**src/hw/asc_pkg.sv**
```systemverilog
// Shared constants, field positions and types for the A/D sequencing control block
package asc_pkg;

  // Register byte offsets on the AHB-Lite slave
  localparam logic [7:0] OFS_CTRL_A = 8'h00;
  localparam logic [7:0] OFS_CTRL_B = 8'h04;
  localparam logic [7:0] OFS_CTRL_C = 8'h08;
  localparam logic [7:0] OFS_CTRL_D = 8'h0C;
  localparam logic [7:0] OFS_INT = 8'h10;
  localparam logic [7:0] OFS_RES0 = 8'h20;
  localparam logic [7:0] OFS_RES_END = 8'h40;

  // Field positions
  localparam int A_START = 0;
  localparam int A_TRG = 1;
  localparam int A_MODE = 2;
  localparam int A_PIN = 5;
  localparam int B_RES = 0;
  localparam int B_REF = 1;
  localparam int B_EXT = 2;
  localparam int B_SWP = 4;
  localparam int C_SMP = 0;
  localparam int C_HW_TRIGGER_SELECT = 1;
  localparam int C_GRP = 2;
  localparam int D_DUS = 0;
  localparam int D_MSS = 1;
  localparam int I_PEND = 0;
  localparam int I_BUSY = 1;

  // Conversion timing in conversion-clock cycles
  localparam logic [5:0] CYC_SH_8 = 6'h1C;
  localparam logic [5:0] CYC_SH_10 = 6'h21;
  localparam logic [5:0] CYC_NS_8 = 6'h2F;
  localparam logic [5:0] CYC_NS_10 = 6'h39;
  localparam logic [5:0] SAMP_NS = 6'h02;
  localparam logic [5:0] SAMP_SH = 6'h03;

  // Operating modes
  localparam logic [2:0] MODE_ONE_SHOT = 3'h0;
  localparam logic [2:0] MODE_REPEAT = 3'h1;
  localparam logic [2:0] MODE_SINGLE_SWEEP = 3'h2;

  // Extended input pin usage
  localparam logic [1:0] EXT_NONE = 2'h0;
  localparam logic [1:0] EXT_A = 2'h1;
  localparam logic [1:0] EXT_B = 2'h2;
  localparam logic [1:0] EXT_OPAMP = 2'h3;

  localparam logic [4:0] MP_SWEEP_LEN = 5'h10;
  localparam logic RST_OFF = 1'b0;
  localparam logic RST_HIGH = 1'b1;
  localparam logic [9:0] RST_RESULT = 10'h000;

  typedef struct packed {
    logic conv_start;
    logic trig_src;
    logic [2:0] mode;
    logic [2:0] pin_sel;
    logic res_sel;
    logic ref_conn;
    logic [1:0] ext_sel;
    logic [1:0] sweep_sel;
    logic sh_en;
    logic hw_trig_sel;
    logic [1:0] grp_sel;
    logic dma_en;
    logic multiport_sweep_enable;
  } asc_cfg_t;

  localparam asc_cfg_t CFG_RST = '0;

  typedef enum logic [2:0] {
    ST_IDLE = 3'b001,
    ST_WAIT = 3'b010,
    ST_CONV = 3'b100
  } asc_state_t;

  // Result register that a finished conversion lands in
  function automatic logic [2:0] res_index(input logic dma, input logic [2:0] mode,
                                           input logic [1:0] ext, input logic [2:0] ch);
    logic [2:0] idx;
    idx = ch;
    if (dma) begin
      idx = 3'h0;
    end else if (mode == MODE_ONE_SHOT || mode == MODE_REPEAT) begin
      if (ext == EXT_A) begin
        idx = 3'h0;
      end else if (ext == EXT_B) begin
        idx = 3'h1;
      end
    end
    return idx;
  endfunction : res_index

endpackage : asc_pkg

```
**src/hw/asc_tmr_if.sv**
```systemverilog
// Handshake between the sequencer and the conversion timer
`timescale 1ns/1ps
interface asc_tmr_if;
  logic go;
  logic sh_en;
  logic res10;
  logic sampling;
  logic done;
  modport ctl (output go, output sh_en, output res10, input sampling, input done);
  modport tmr (input go, input sh_en, input res10, output sampling, output done);
endinterface : asc_tmr_if

```
**src/hw/asc_top.sv**
```systemverilog
// A/D conversion sequencing control with AHB-Lite register slave
// Functional notes
// - 10-bit resolution stores result in bits 9..0, 8-bit in bits 7..0.
// - With sample-hold on, a pin conversion takes 28 or 33 cycles.
// - Sampling window lasts 2 cycles, or 3 with sample-hold.
// - Trigger is software start, falling external pin edge, or motor-timer request.
// - Hardware triggers start conversion only while the start bit is set.
// - A hardware trigger during conversion aborts and restarts from the beginning.
// - DMA mode writes all results to register zero and requests a transfer.
// - Extended select: none, pin A input, pin B input, op-amp loop.
// - One-shot/repeat: pin A to result 0, pin B to result 1; DMA all 0.
// - Op-amp mode drives the channel on pin A, converts pin B into channel slot.
// - Repeat modes with DMA raise a request after every conversion.
// - Halting by clearing start may leave results undefined.
// - Halting a single sweep may raise a request; software masks first.
// - Software-started multiport single sweep clears start when the sweep ends.
`timescale 1ns/1ps
module asc_top
  import asc_pkg::*;
(
  input wire logic clk, // Conversion clock
  input wire logic arst_n, // Asynchronous reset, active low
  input wire logic hsel, // AHB slave select
  input wire logic [31:0] haddr, // AHB address
  input wire logic [1:0] htrans, // AHB transfer type
  input wire logic hwrite, // AHB write
  input wire logic [2:0] hsize, // AHB size, word only
  input wire logic [31:0] hwdata, // AHB write data
  input wire logic hready, // AHB bus ready
  output logic hreadyout, // AHB slave ready
  output logic hresp, // AHB response, always OKAY
  output logic [31:0] hrdata, // AHB read data
  input wire logic ext_trigger_pin, // External trigger pin, asynchronous
  input wire logic hw_trigger, // Motor-timer request pulse, same clock
  input wire logic [9:0] conv_code, // Code from the converter core
  output logic [2:0] mux_ch, // Selected analog channel
  output logic conv_pin_a, // Convert extended pin A
  output logic conv_pin_b, // Convert extended pin B
  output logic opamp_drive, // Drive selected channel out on pin A
  output logic ref_connect_out, // Reference ladder connected
  output logic res10_out, // 10-bit resolution to the core
  output logic sampling_out, // Sampling window to the core
  output logic dma_req, // DMA transfer request pulse
  output logic irq_req // Interrupt request pulse
);
  asc_tmr_if tif ();

  asc_conv_timer u_tmr (
    .clk(clk),
    .arst_n(arst_n),
    .tif(tif.tmr)
  );

  // Bus group
  logic [7:0] a_addr;
  logic [7:0] next_a_addr;
  logic a_hit;
  logic next_a_hit;
  logic wr_pend;
  logic next_wr_pend;
  logic rd_pend;
  logic next_rd_pend;
  logic next_hreadyout;
  logic [31:0] next_hrdata;
  logic take;

  // Control group
  asc_cfg_t cfg;
  asc_cfg_t next_cfg;
  asc_state_t st;
  asc_state_t next_st;
  logic [3:0] idx;
  logic [3:0] next_idx;
  logic go;
  logic next_go;
  logic pend;
  logic next_pend;
  logic [9:0] results [8];
  logic [9:0] next_results [8];
  logic next_dma_req;
  logic next_irq_req;
  logic [2:0] next_mux_ch;
  logic next_conv_pin_a;
  logic next_conv_pin_b;
  logic next_opamp_drive;

  // Decode helpers
  logic res_wr;
  logic set_pend;
  logic clr_pend;
  logic trig_evt;
  logic is_sweep;
  logic last;
  logic [4:0] sweep_len;
  logic [2:0] cur_ch;
  logic [2:0] widx;
  logic [9:0] wval;

  // External pin synchroniser and debounced level
  logic ext_s1;
  logic ext_s2;
  logic ext_s3;
  logic ext_lvl;
  logic ext_fall;

  assign tif.go = go;
  assign tif.sh_en = cfg.sh_en;
  assign tif.res10 = cfg.res_sel;

  always_ff @(posedge clk or negedge arst_n) begin
    if (!arst_n) begin
      ext_s1 <= RST_HIGH;
      ext_s2 <= RST_HIGH;
      ext_s3 <= RST_HIGH;
      ext_lvl <= RST_HIGH;
    end else begin
      ext_s1 <= ext_trigger_pin;
      ext_s2 <= ext_s1;
      ext_s3 <= ext_s2;
      ext_lvl <= (ext_s2 == ext_s3) ? ext_s3 : ext_lvl;
    end
  end

  // A high-to-low change counts only once two stages agree, filtering one-cycle glitches
  assign ext_fall = ext_lvl && (ext_s2 == ext_s3) && !ext_s3;
  assign trig_evt = cfg.trig_src && (cfg.hw_trig_sel ? hw_trigger : ext_fall);

  assign take = hsel && htrans[1] && hready;
  assign is_sweep = cfg.mode >= MODE_SINGLE_SWEEP;
  assign sweep_len = cfg.multiport_sweep_enable ? MP_SWEEP_LEN : {2'h0, cfg.sweep_sel, 1'b0} + 5'h02;
  assign last = ({1'b0, idx} == sweep_len - 5'h01);
  assign cur_ch = is_sweep ? idx[2:0] : cfg.pin_sel;
  assign widx = res_index(cfg.dma_en, cfg.mode, cfg.ext_sel, cur_ch);
  assign wval = cfg.res_sel ? conv_code : {2'h0, conv_code[7:0]};

  always_comb begin
    next_a_addr = a_addr;
    next_a_hit = a_hit;
    next_wr_pend = take && hwrite;
    next_rd_pend = take && !hwrite;
    // Reads take one wait state so that read data leaves a flip-flop
    next_hreadyout = !(take && !hwrite);
    next_hrdata = hrdata;
    if (take) begin
      next_a_addr = haddr[7:0];
      next_a_hit = (haddr[31:8] == 24'h000000);
    end
    if (rd_pend) begin
      next_hrdata = 32'h00000000;
      if (a_hit) begin
        case (a_addr)
          OFS_CTRL_A: begin
            next_hrdata[A_START] = cfg.conv_start;
            next_hrdata[A_TRG] = cfg.trig_src;
            next_hrdata[A_MODE +: 3] = cfg.mode;
            next_hrdata[A_PIN +: 3] = cfg.pin_sel;
          end
          OFS_CTRL_B: begin
            next_hrdata[B_RES] = cfg.res_sel;
            next_hrdata[B_REF] = cfg.ref_conn;
            next_hrdata[B_EXT +: 2] = cfg.ext_sel;
            next_hrdata[B_SWP +: 2] = cfg.sweep_sel;
          end
          OFS_CTRL_C: begin
            next_hrdata[C_SMP] = cfg.sh_en;
            next_hrdata[C_HW_TRIGGER_SELECT] = cfg.hw_trig_sel;
            next_hrdata[C_GRP +: 2] = cfg.grp_sel;
          end
          OFS_CTRL_D: begin
            next_hrdata[D_DUS] = cfg.dma_en;
            next_hrdata[D_MSS] = cfg.multiport_sweep_enable;
          end
          OFS_INT: begin
            next_hrdata[I_PEND] = pend;
            next_hrdata[I_BUSY] = (st == ST_CONV);
          end
          default: begin
            if (a_addr >= OFS_RES0 && a_addr < OFS_RES_END) begin
              next_hrdata[9:0] = results[a_addr[4:2]];
            end
          end
        endcase
      end
    end
  end

  always_ff @(posedge clk or negedge arst_n) begin
    if (!arst_n) begin
      a_addr <= 8'h00;
      a_hit <= RST_OFF;
      wr_pend <= RST_OFF;
      rd_pend <= RST_OFF;
      hreadyout <= RST_HIGH;
      hresp <= RST_OFF;
      hrdata <= 32'h00000000;
    end else begin
      a_addr <= next_a_addr;
      a_hit <= next_a_hit;
      wr_pend <= next_wr_pend;
      rd_pend <= next_rd_pend;
      hreadyout <= next_hreadyout;
      hresp <= RST_OFF;
      hrdata <= next_hrdata;
    end
  end

  always_comb begin
    next_cfg = cfg;
    next_st = st;
    next_idx = idx;
    next_go = 1'b0;
    next_results = results;
    res_wr = 1'b0;
    set_pend = 1'b0;
    clr_pend = 1'b0;
    case (st)
      ST_IDLE: begin
        if (cfg.conv_start) begin
          if (cfg.trig_src) begin
            next_st = ST_WAIT;
          end else begin
            next_st = ST_CONV;
            next_go = 1'b1;
            next_idx = 4'h0;
          end
        end
      end
      ST_WAIT: begin
        if (!cfg.conv_start) begin
          next_st = ST_IDLE;
        end else if (trig_evt) begin
          next_st = ST_CONV;
          next_go = 1'b1;
          next_idx = 4'h0;
        end
      end
      ST_CONV: begin
        // Halting leaves the partial result untouched and simply drops the sequence
        if (!cfg.conv_start) begin
          next_st = ST_IDLE;
        end else if (trig_evt) begin
          next_go = 1'b1;
          next_idx = 4'h0;
        end else if (tif.done) begin
          res_wr = 1'b1;
          next_results[widx] = wval;
          set_pend = cfg.dma_en || (cfg.mode == MODE_ONE_SHOT) || (cfg.mode == MODE_SINGLE_SWEEP && last);
          if (cfg.mode == MODE_ONE_SHOT || (cfg.mode == MODE_SINGLE_SWEEP && last)) begin
            next_st = cfg.trig_src ? ST_WAIT : ST_IDLE;
            if (!cfg.trig_src) begin
              next_cfg.conv_start = 1'b0;
            end
          end else begin
            next_go = 1'b1;
            if (is_sweep) begin
              next_idx = last ? 4'h0 : idx + 4'h1;
            end
          end
        end
      end
      default: begin
        next_st = ST_IDLE;
      end
    endcase
    // A software write in the same cycle overrides the automatic stop
    if (wr_pend && a_hit) begin
      case (a_addr)
        OFS_CTRL_A: begin
          next_cfg.conv_start = hwdata[A_START];
          next_cfg.trig_src = hwdata[A_TRG];
          next_cfg.mode = hwdata[A_MODE +: 3];
          next_cfg.pin_sel = hwdata[A_PIN +: 3];
        end
        OFS_CTRL_B: begin
          next_cfg.res_sel = hwdata[B_RES];
          next_cfg.ref_conn = hwdata[B_REF];
          next_cfg.ext_sel = hwdata[B_EXT +: 2];
          next_cfg.sweep_sel = hwdata[B_SWP +: 2];
        end
        OFS_CTRL_C: begin
          next_cfg.sh_en = hwdata[C_SMP];
          next_cfg.hw_trig_sel = hwdata[C_HW_TRIGGER_SELECT];
          next_cfg.grp_sel = hwdata[C_GRP +: 2];
        end
        OFS_CTRL_D: begin
          next_cfg.dma_en = hwdata[D_DUS];
          next_cfg.multiport_sweep_enable = hwdata[D_MSS];
        end
        OFS_INT: begin
          clr_pend = !hwdata[I_PEND];
        end
        default: begin
        end
      endcase
    end
    next_pend = (pend && !clr_pend) || set_pend;
    next_dma_req = res_wr && cfg.dma_en;
    next_irq_req = set_pend;
    next_mux_ch = cur_ch;
    next_conv_pin_a = !is_sweep && (cfg.ext_sel == EXT_A);
    next_conv_pin_b = !is_sweep && (cfg.ext_sel == EXT_B || cfg.ext_sel == EXT_OPAMP);
    next_opamp_drive = !is_sweep && (cfg.ext_sel == EXT_OPAMP);
  end

  always_ff @(posedge clk or negedge arst_n) begin
    if (!arst_n) begin
      cfg <= CFG_RST;
      st <= ST_IDLE;
      idx <= 4'h0;
      go <= RST_OFF;
      pend <= RST_OFF;
      for (int i = 0; i < 8; i++) begin
        results[i] <= RST_RESULT;
      end
      dma_req <= RST_OFF;
      irq_req <= RST_OFF;
      mux_ch <= 3'h0;
      conv_pin_a <= RST_OFF;
      conv_pin_b <= RST_OFF;
      opamp_drive <= RST_OFF;
      ref_connect_out <= RST_OFF;
      res10_out <= RST_OFF;
      sampling_out <= RST_OFF;
    end else begin
      cfg <= next_cfg;
      st <= next_st;
      idx <= next_idx;
      go <= next_go;
      pend <= next_pend;
      results <= next_results;
      dma_req <= next_dma_req;
      irq_req <= next_irq_req;
      mux_ch <= next_mux_ch;
      conv_pin_a <= next_conv_pin_a;
      conv_pin_b <= next_conv_pin_b;
      opamp_drive <= next_opamp_drive;
      ref_connect_out <= cfg.ref_conn;
      res10_out <= cfg.res_sel;
      sampling_out <= tif.sampling;
    end
  end
endmodule : asc_top

```
**src/hw/asc_conv_timer.sv**
```systemverilog
// Per-pin conversion timer: sampling window and conversion length
`timescale 1ns/1ps
module asc_conv_timer
  import asc_pkg::*;
(
  input wire logic clk, // Conversion clock
  input wire logic arst_n, // Asynchronous reset
  asc_tmr_if.tmr tif // Sequencer handshake
);
  logic [5:0] cnt;
  logic [5:0] next_cnt;
  logic busy;
  logic next_busy;
  logic [5:0] total;
  logic [5:0] samp;

  assign total = tif.sh_en ? (tif.res10 ? CYC_SH_10 : CYC_SH_8) : (tif.res10 ? CYC_NS_10 : CYC_NS_8);
  assign samp = tif.sh_en ? SAMP_SH : SAMP_NS;
  // A run overtaken by a new go must not report its stale end in the go cycle
  assign tif.done = busy && !tif.go && (cnt == total - 6'h01);
  assign tif.sampling = busy && (cnt < samp);

  always_comb begin
    next_cnt = cnt;
    next_busy = busy;
    // A new go restarts the count even mid-conversion, which is how aborts work
    if (tif.go) begin
      next_busy = 1'b1;
      next_cnt = 6'h00;
    end else if (busy) begin
      if (tif.done) begin
        next_busy = 1'b0;
      end else begin
        next_cnt = cnt + 6'h01;
      end
    end
  end

  always_ff @(posedge clk or negedge arst_n) begin
    if (!arst_n) begin
      cnt <= 6'h00;
      busy <= RST_OFF;
    end else begin
      cnt <= next_cnt;
      busy <= next_busy;
    end
  end
endmodule : asc_conv_timer

```
**config.mk**
```make
export PLATFORM = sky130hd
export DESIGN_NAME = asc_top
export DESIGN_NICKNAME = d
export VERILOG_FILES = /design/src/hw/asc_pkg.sv /design/src/hw/asc_tmr_if.sv /design/src/hw/asc_top.sv /design/src/hw/asc_conv_timer.sv
export SDC_FILE = /design/constraint.sdc
export NUM_CORES = 1
export LEC_CHECK = 0
export BUFFER_PORTS_ARGS = -buffer_cell sky130_fd_sc_hd__buf_2
export CORE_MARGIN = 2
export CORE_UTILIZATION = 51
export CTS_CLUSTER_SIZE = 40
export DETAILED_ROUTE_END_ITERATION = 12
export PLACE_DENSITY = 0.78
export SETUP_SLACK_MARGIN = 0.05
export SLEW_MARGIN = 20
export SYNTH_ARGS = -nofsm -noshare
export SYNTH_HDL_FRONTEND = slang
export SYNTH_HIERARCHICAL = 1
export SYNTH_SLANG_ARGS = --single-unit
```
**constraint.sdc**
```tcl
create_clock -name clk -period 3.02 [get_ports clk]
set_input_delay 0.453 -clock clk [delete_from_list [all_inputs] [get_ports clk]]
set_output_delay 0.453 -clock clk [all_outputs]
set_load 0.005 [all_outputs]
```
== Yosys cells after proc, flatten, opt, wreduce, memory -nomap -nowiden ==
Index checks and enable logic that the tools add are counted.
Operators by class
  add/subtract/negate cells: 5
  $lt $le $gt $ge: 7
  eq/ne operators: 28
  mux-type cells: 82
  bitwise gates (word level): 3
  reductions and logical operators: 49
Operators by type and width (number)
  $bwmux W80: 1
  $mux W10: 6
  $mux W4: 11
  $mux W3: 13
  $mux W6: 6
  $bmux W10 S3: 1
  $demux W10 S3: 1
  $mux W1: 29
  $logic_not A24 Y1: 1
  $mux W20: 1
  $logic_and A1 B1 Y1: 19
  $ne A3 B3 Y1 const B: 6
  $eq A8 B4 Y1 const B: 2
  $pmux W4 S3: 1
  $mux W5: 2
  $ne A2 B2 Y1 const B: 5
  $pmux W2 S5: 1
  $reduce_and A2 Y1: 5
  $pmux W3 S3: 1
  $reduce_and A9 Y1: 1
  $eq A8 B3 Y1 const B: 1
  $eq A8 B5 Y1 const B: 1
  $ge A4 B4 Y1 const B: 2
  $ge A8 B6 Y1 const B: 1
  other kinds (39): 56
Word-level totals
  bits in registers: 153
  input port bits: 86
  output and inout bits: 45
  word-level logic and storage cells: 220

== Depth between registers and ports, before layout ==
  depth in word-level cells: 13
  depth in mapped cells: 12
  depth with buffers taken out: 11

== Modules after synthesis ==
Netlist, hierarchy kept.
Modules (own cells, without submodules)
  asc_top: instances 1, cells each 545, area an instance 7084.3 um^2, sequential area each 3661.0 um^2
  asc_conv_timer: instances 1, cells each 52, area an instance 505.5 um^2, sequential area each 175.2 um^2

== Least setup slack after synthesis ==
OpenSTA, ideal clock, no wires.
  path kind: flip-flop to flip-flop
  start: reg cfg, in the netlist tif.res10
  end: reg results[0] (netlist name)
  setup time: 125 ps
  data arrival time: 2743 ps
  required time: 2895 ps
  slack: 152 ps
  cell stages (with the launch flop): 13
  path buffers: 2
  clock period less this slack: 2868 ps
  cells stage by stage: dfrtp_1 -> inv_1 -> ha_1 -> xnor2_1 -> nand3_2 -> or2_0 -> buf_2 -> inv_1 -> nand2_2 -> a2111oi_2 -> and3_1 -> buf_2 -> mux2_2
On the way
  cells in the longest elaborated chain, start to end: 6
  elaborated cells on any way between the ends: 7
  those cells by class: add/sub (1); eq/ne (1); mux (3); reduce/logical (2)
RTL lines
  start, declared: line asc_top.sv:68  | asc_cfg_t cfg;
  start signal, assigned: line asc_top.sv:325  | cfg <= next_cfg;
  $mux W6 or $mux W5 (tied branches): line asc_conv_timer.sv:17  | assign total = tif.sh_en ? (tif.res10 ? CYC_SH_10 : CYC_SH_8) : (tif.res10 ? CYC_NS_10 : CYC_NS_8);
  $mux W6 *: line asc_conv_timer.sv:17
  $sub A6 B1 Y6 *: line asc_conv_timer.sv:20  | assign tif.done = busy && !tif.go && (cnt == total - 6'h01);
  $eq A6 B6 Y1 *: line asc_conv_timer.sv:20
  $logic_and A1 B1 Y1 *: line asc_conv_timer.sv:20
  named net tif.done: line asc_tmr_if.sv:8  | logic done;
  $reduce_and A4 Y1 (no source line) *
  end signal, assigned: line asc_top.sv:330  | results <= next_results;
  end, declared: line asc_top.sv:78  | logic [9:0] results [8];
Mark *: on every way through the listed nets, which the timed path passes. The rest lies on a longest branch.
A chain may end at the register's enable or synchronous reset.

== Final worst setup path ==
  start: reg cfg, in the netlist tif.res10
  end: reg results[16] (netlist name)
Same word-level chain as after synthesis.

==> impl_metrics.tcl <==
set metrics [dict create \
    outcome "finished with violations" \
    violations "negative hold slack" \
    drtPass1Iterations 5 \
    r2r_end "results[16]$_DFFE_PN0P_" \
    first_iter_violations 522 \
    synth-seq-cells 153 \
    vias 5245 \
    cts.clk_slew.worst_paths_ns 0.06 \
    grt_pass1_vias 5454 \
    max_freq_mhz 352.9 \
    placed_cells 855 \
    setup_viol 0 \
    clk_path_buf_depth 2 \
    drive_gt1_frac 0.4119 \
    whs_ns -0.008308 \
    p_per_area_nw_per_um2 541.1 \
    post-route-period-util 0.9382 \
    ys_seq_area_frac 0.5054 \
    min_path_type "input port to async pin" \
    synth_cell_types 66 \
    synthTopCellsByArea "dfrtp_1 (48%), mux2_2 (16%), mux4_2 (6.2%), buf_4 (2.4%), dfstp_2 (2.1%)" \
    synthCells 597 \
    fp.coreArea_um2 14530 \
    die_area_um2 15870 \
    final_max_slew_viol_count 0 \
    peakVddDrop_v 0.0004986 \
    cts_tree "built" \
    drc 0 \
    synth.most_common_cell "dfrtp_1" \
    crit_path_end_kind "register" \
    cp_data_arrival_time_ns 3.14 \
    cts_num_sinks 153 \
    cp_slowest_stage_delay_ns 0.40 \
    final_hold_viol_count 9 \
    hold_buffers 0 \
    r2r-start "tif.res10$_DFFE_PN0P_" \
    grt_antenna_before_repair 0 \
    track_usage 0.2273 \
    final_util 0.6150 \
    cts_buffers 17 \
    final_cells 888 \
    async_flop_share 1.000 \
    syn2layout_area_growth_pct 17.77 \
    worst_clock_skew_ns 0.008438 \
    diodes 0 \
    finalSetupTns_ns 0 \
    synth_edf_count 0 \
    cap_violations 0 \
    port_buffers 79 \
    rsz0062_at_grt "false" \
    final_area_um2 8939 \
    synth_warnings 6 \
    grt_max_degree 98 \
    pin_count 131 \
    grt_pass1_wl_um 28400 \
    finish.net_count 784 \
    cp_common_cell "buf_4" \
    r2r_slack_ns 0.19 \
    finalWorstPathRequiredPeriod_ns 2.834 \
    synth_common_cells "dfrtp_1 (147), mux2_2 (111), buf_4 (24)" \
    postCtsSetupRepairBufs 0 \
    die_h_um 126.0 \
    crit_chain "inv_1 -> ha_1 -> xnor2_1 -> nand3_2 -> or2_0 -> inv_2 -> nand2_2 -> buf_4 -> nor4b_4 -> buf_4 -> mux2_2" \
    fp.dieW_um 126.0 \
    crit_type "register to register" \
    synth_top_area_cell "dfrtp_1" \
    syn_area_um2 7590 \
    ant_nets 0 \
    place_congestion 0.8725 \
    htreeDepth 4 \
    worst_pin_slew_ns 0.9145 \
    yosys.area.top_type_share 0.4847 \
    worstSetupStartpointType "register" \
    start_util 0.5222 \
    vias_per_cell 5.907 \
    crit_family "simple AND/OR/NAND/NOR gates" \
    wl_per_cell_um 19.98 \
    power_leakage_nw 4.329 \
    grt-ovfl-total 0 \
    cts_root_buffer "clkbuf_16" \
    cp_max_fo 7 \
    worstPathBufferInverterCount 4 \
    worstSkewPairLatency_ns 0.42 \
    required_ns 3.32 \
    slew_headroom 0.3847 \
    r2r_cells 11 \
    hpwl_um 12160 \
    core.rowCount 44 \
    ys.flop_type "dfrtp_1" \
    placed_area_um2 8225 \
    drt_wl_total_um 17740 \
    critPathSlowestCell "dfrtp_1" \
    postSynthAreaPerCell_um2 12.71 \
]
==> layout make-up <==
type / count / area [um^2]
fill: 1096 / 5595
sequential: 153 / 3836
multi-input combinational: 396 / 3502
timing repair buffer: 102 / 619.3
clock buffer: 17 / 425.4
clock inverter: 15 / 246.5
tap: 184 / 230.2
inverter: 21 / 78.83
==> worst max path at each step <==
stage | from | end | slack (ns) | cells past startpoint
5_1_grt | tif.res10$_DFFE_PN0P_ | results[18]$_DFFE_PN0P_ | 0.03 | 11
2_1_floorplan | tif.res10$_DFFE_PN0P_ | results[0]$_DFFE_PN0P_ | 0.15 | 12
6_report | tif.res10$_DFFE_PN0P_ | results[16]$_DFFE_PN0P_ | 0.19 | 11
3_5_place_dp | tif.res10$_DFFE_PN0P_ | results[5]$_DFFE_PN0P_ | 0.09 | 11
3_3_place_gp | tif.res10$_DFFE_PN0P_ | results[3]$_DFFE_PN0P_ | 0.22 | 11
4_1_cts | tif.res10$_DFFE_PN0P_ | results[53]$_DFFE_PN0P_ | 0.10 | 11
==> cells in the final DEF, fill, tap and decap left out, types with 6 or more instances in the layout <==
cell type / instances
a21oi_1: 10
dfstp_2: 6
o21ai_0: 19
dfrtp_1: 147
bufinv_16: 6
clkbuf_16: 17
nor4_1: 10
buf_2: 78
conb_1: 23
buf_4: 18
nor3_1: 7
and2_1: 10
nand3_1: 9
nand2_1: 20
mux2i_1: 9
nand2b_1: 7
nor2_1: 16
ha_1: 7
mux4_2: 21
mux2_2: 111
inv_1: 20
o22ai_1: 7
nor2b_1: 10
==> timing repair <==
| action | 4_1_cts | 5_1_grt |
|---|---|---|
| gates cloned | 0 | 1 |
| pin swaps | 0 | 1 |
| endpoints found under the setup margin | 10 | 40 |
| gates resized for setup | 1 | 9 |
==> flip-flops by register name (all words and copies together) (netlist names), 3 cells and up <==
name,count
hrdata,10
st,3
idx,4
cfg,18
mux_ch,3
a_addr,8
results,80
u_tmr/cnt,6
==> where the power goes <==
part           internal [mW]  switching, mW
Combinational          0.124          0.201
Sequential              2.08         0.0190
Clock                   1.56          0.856
Total                   3.76           1.08
==> per-layer routing <==
metal,part of all wire,vias to the layer above,GRT usage
li1,-,2353,-
met1,0.42,2695,0.2870
met2,0.51,164,0.3903
met3,0.046,33,0.05225
met4,0.019,0,0.07304
met5,0,-,0
==> through the flow <==
stage	setup WS, ns	power, mW
6_report	0.1865	4.836
5_1_grt	0.03111	5.002
4_1_cts	0.1008	4.873
3_5_place_dp	0.09158	2.462
3_3_place_gp	0.2156	2.449
2_1_floorplan	0.1517	2.334
==> kinds of logic after synthesis <==
logic type      after synthesis  synth area share
flops                       153            0.5054
compound gates               79           0.07418
other cells                   1         0.0004941
fa+ha+maj                     8           0.01286
xor+xnor                      9           0.01039
buf+inv                      70           0.04830
mux                         141            0.2389
simple gates                136            0.1095
No activity file was read; power rests on OpenSTA's default activity.
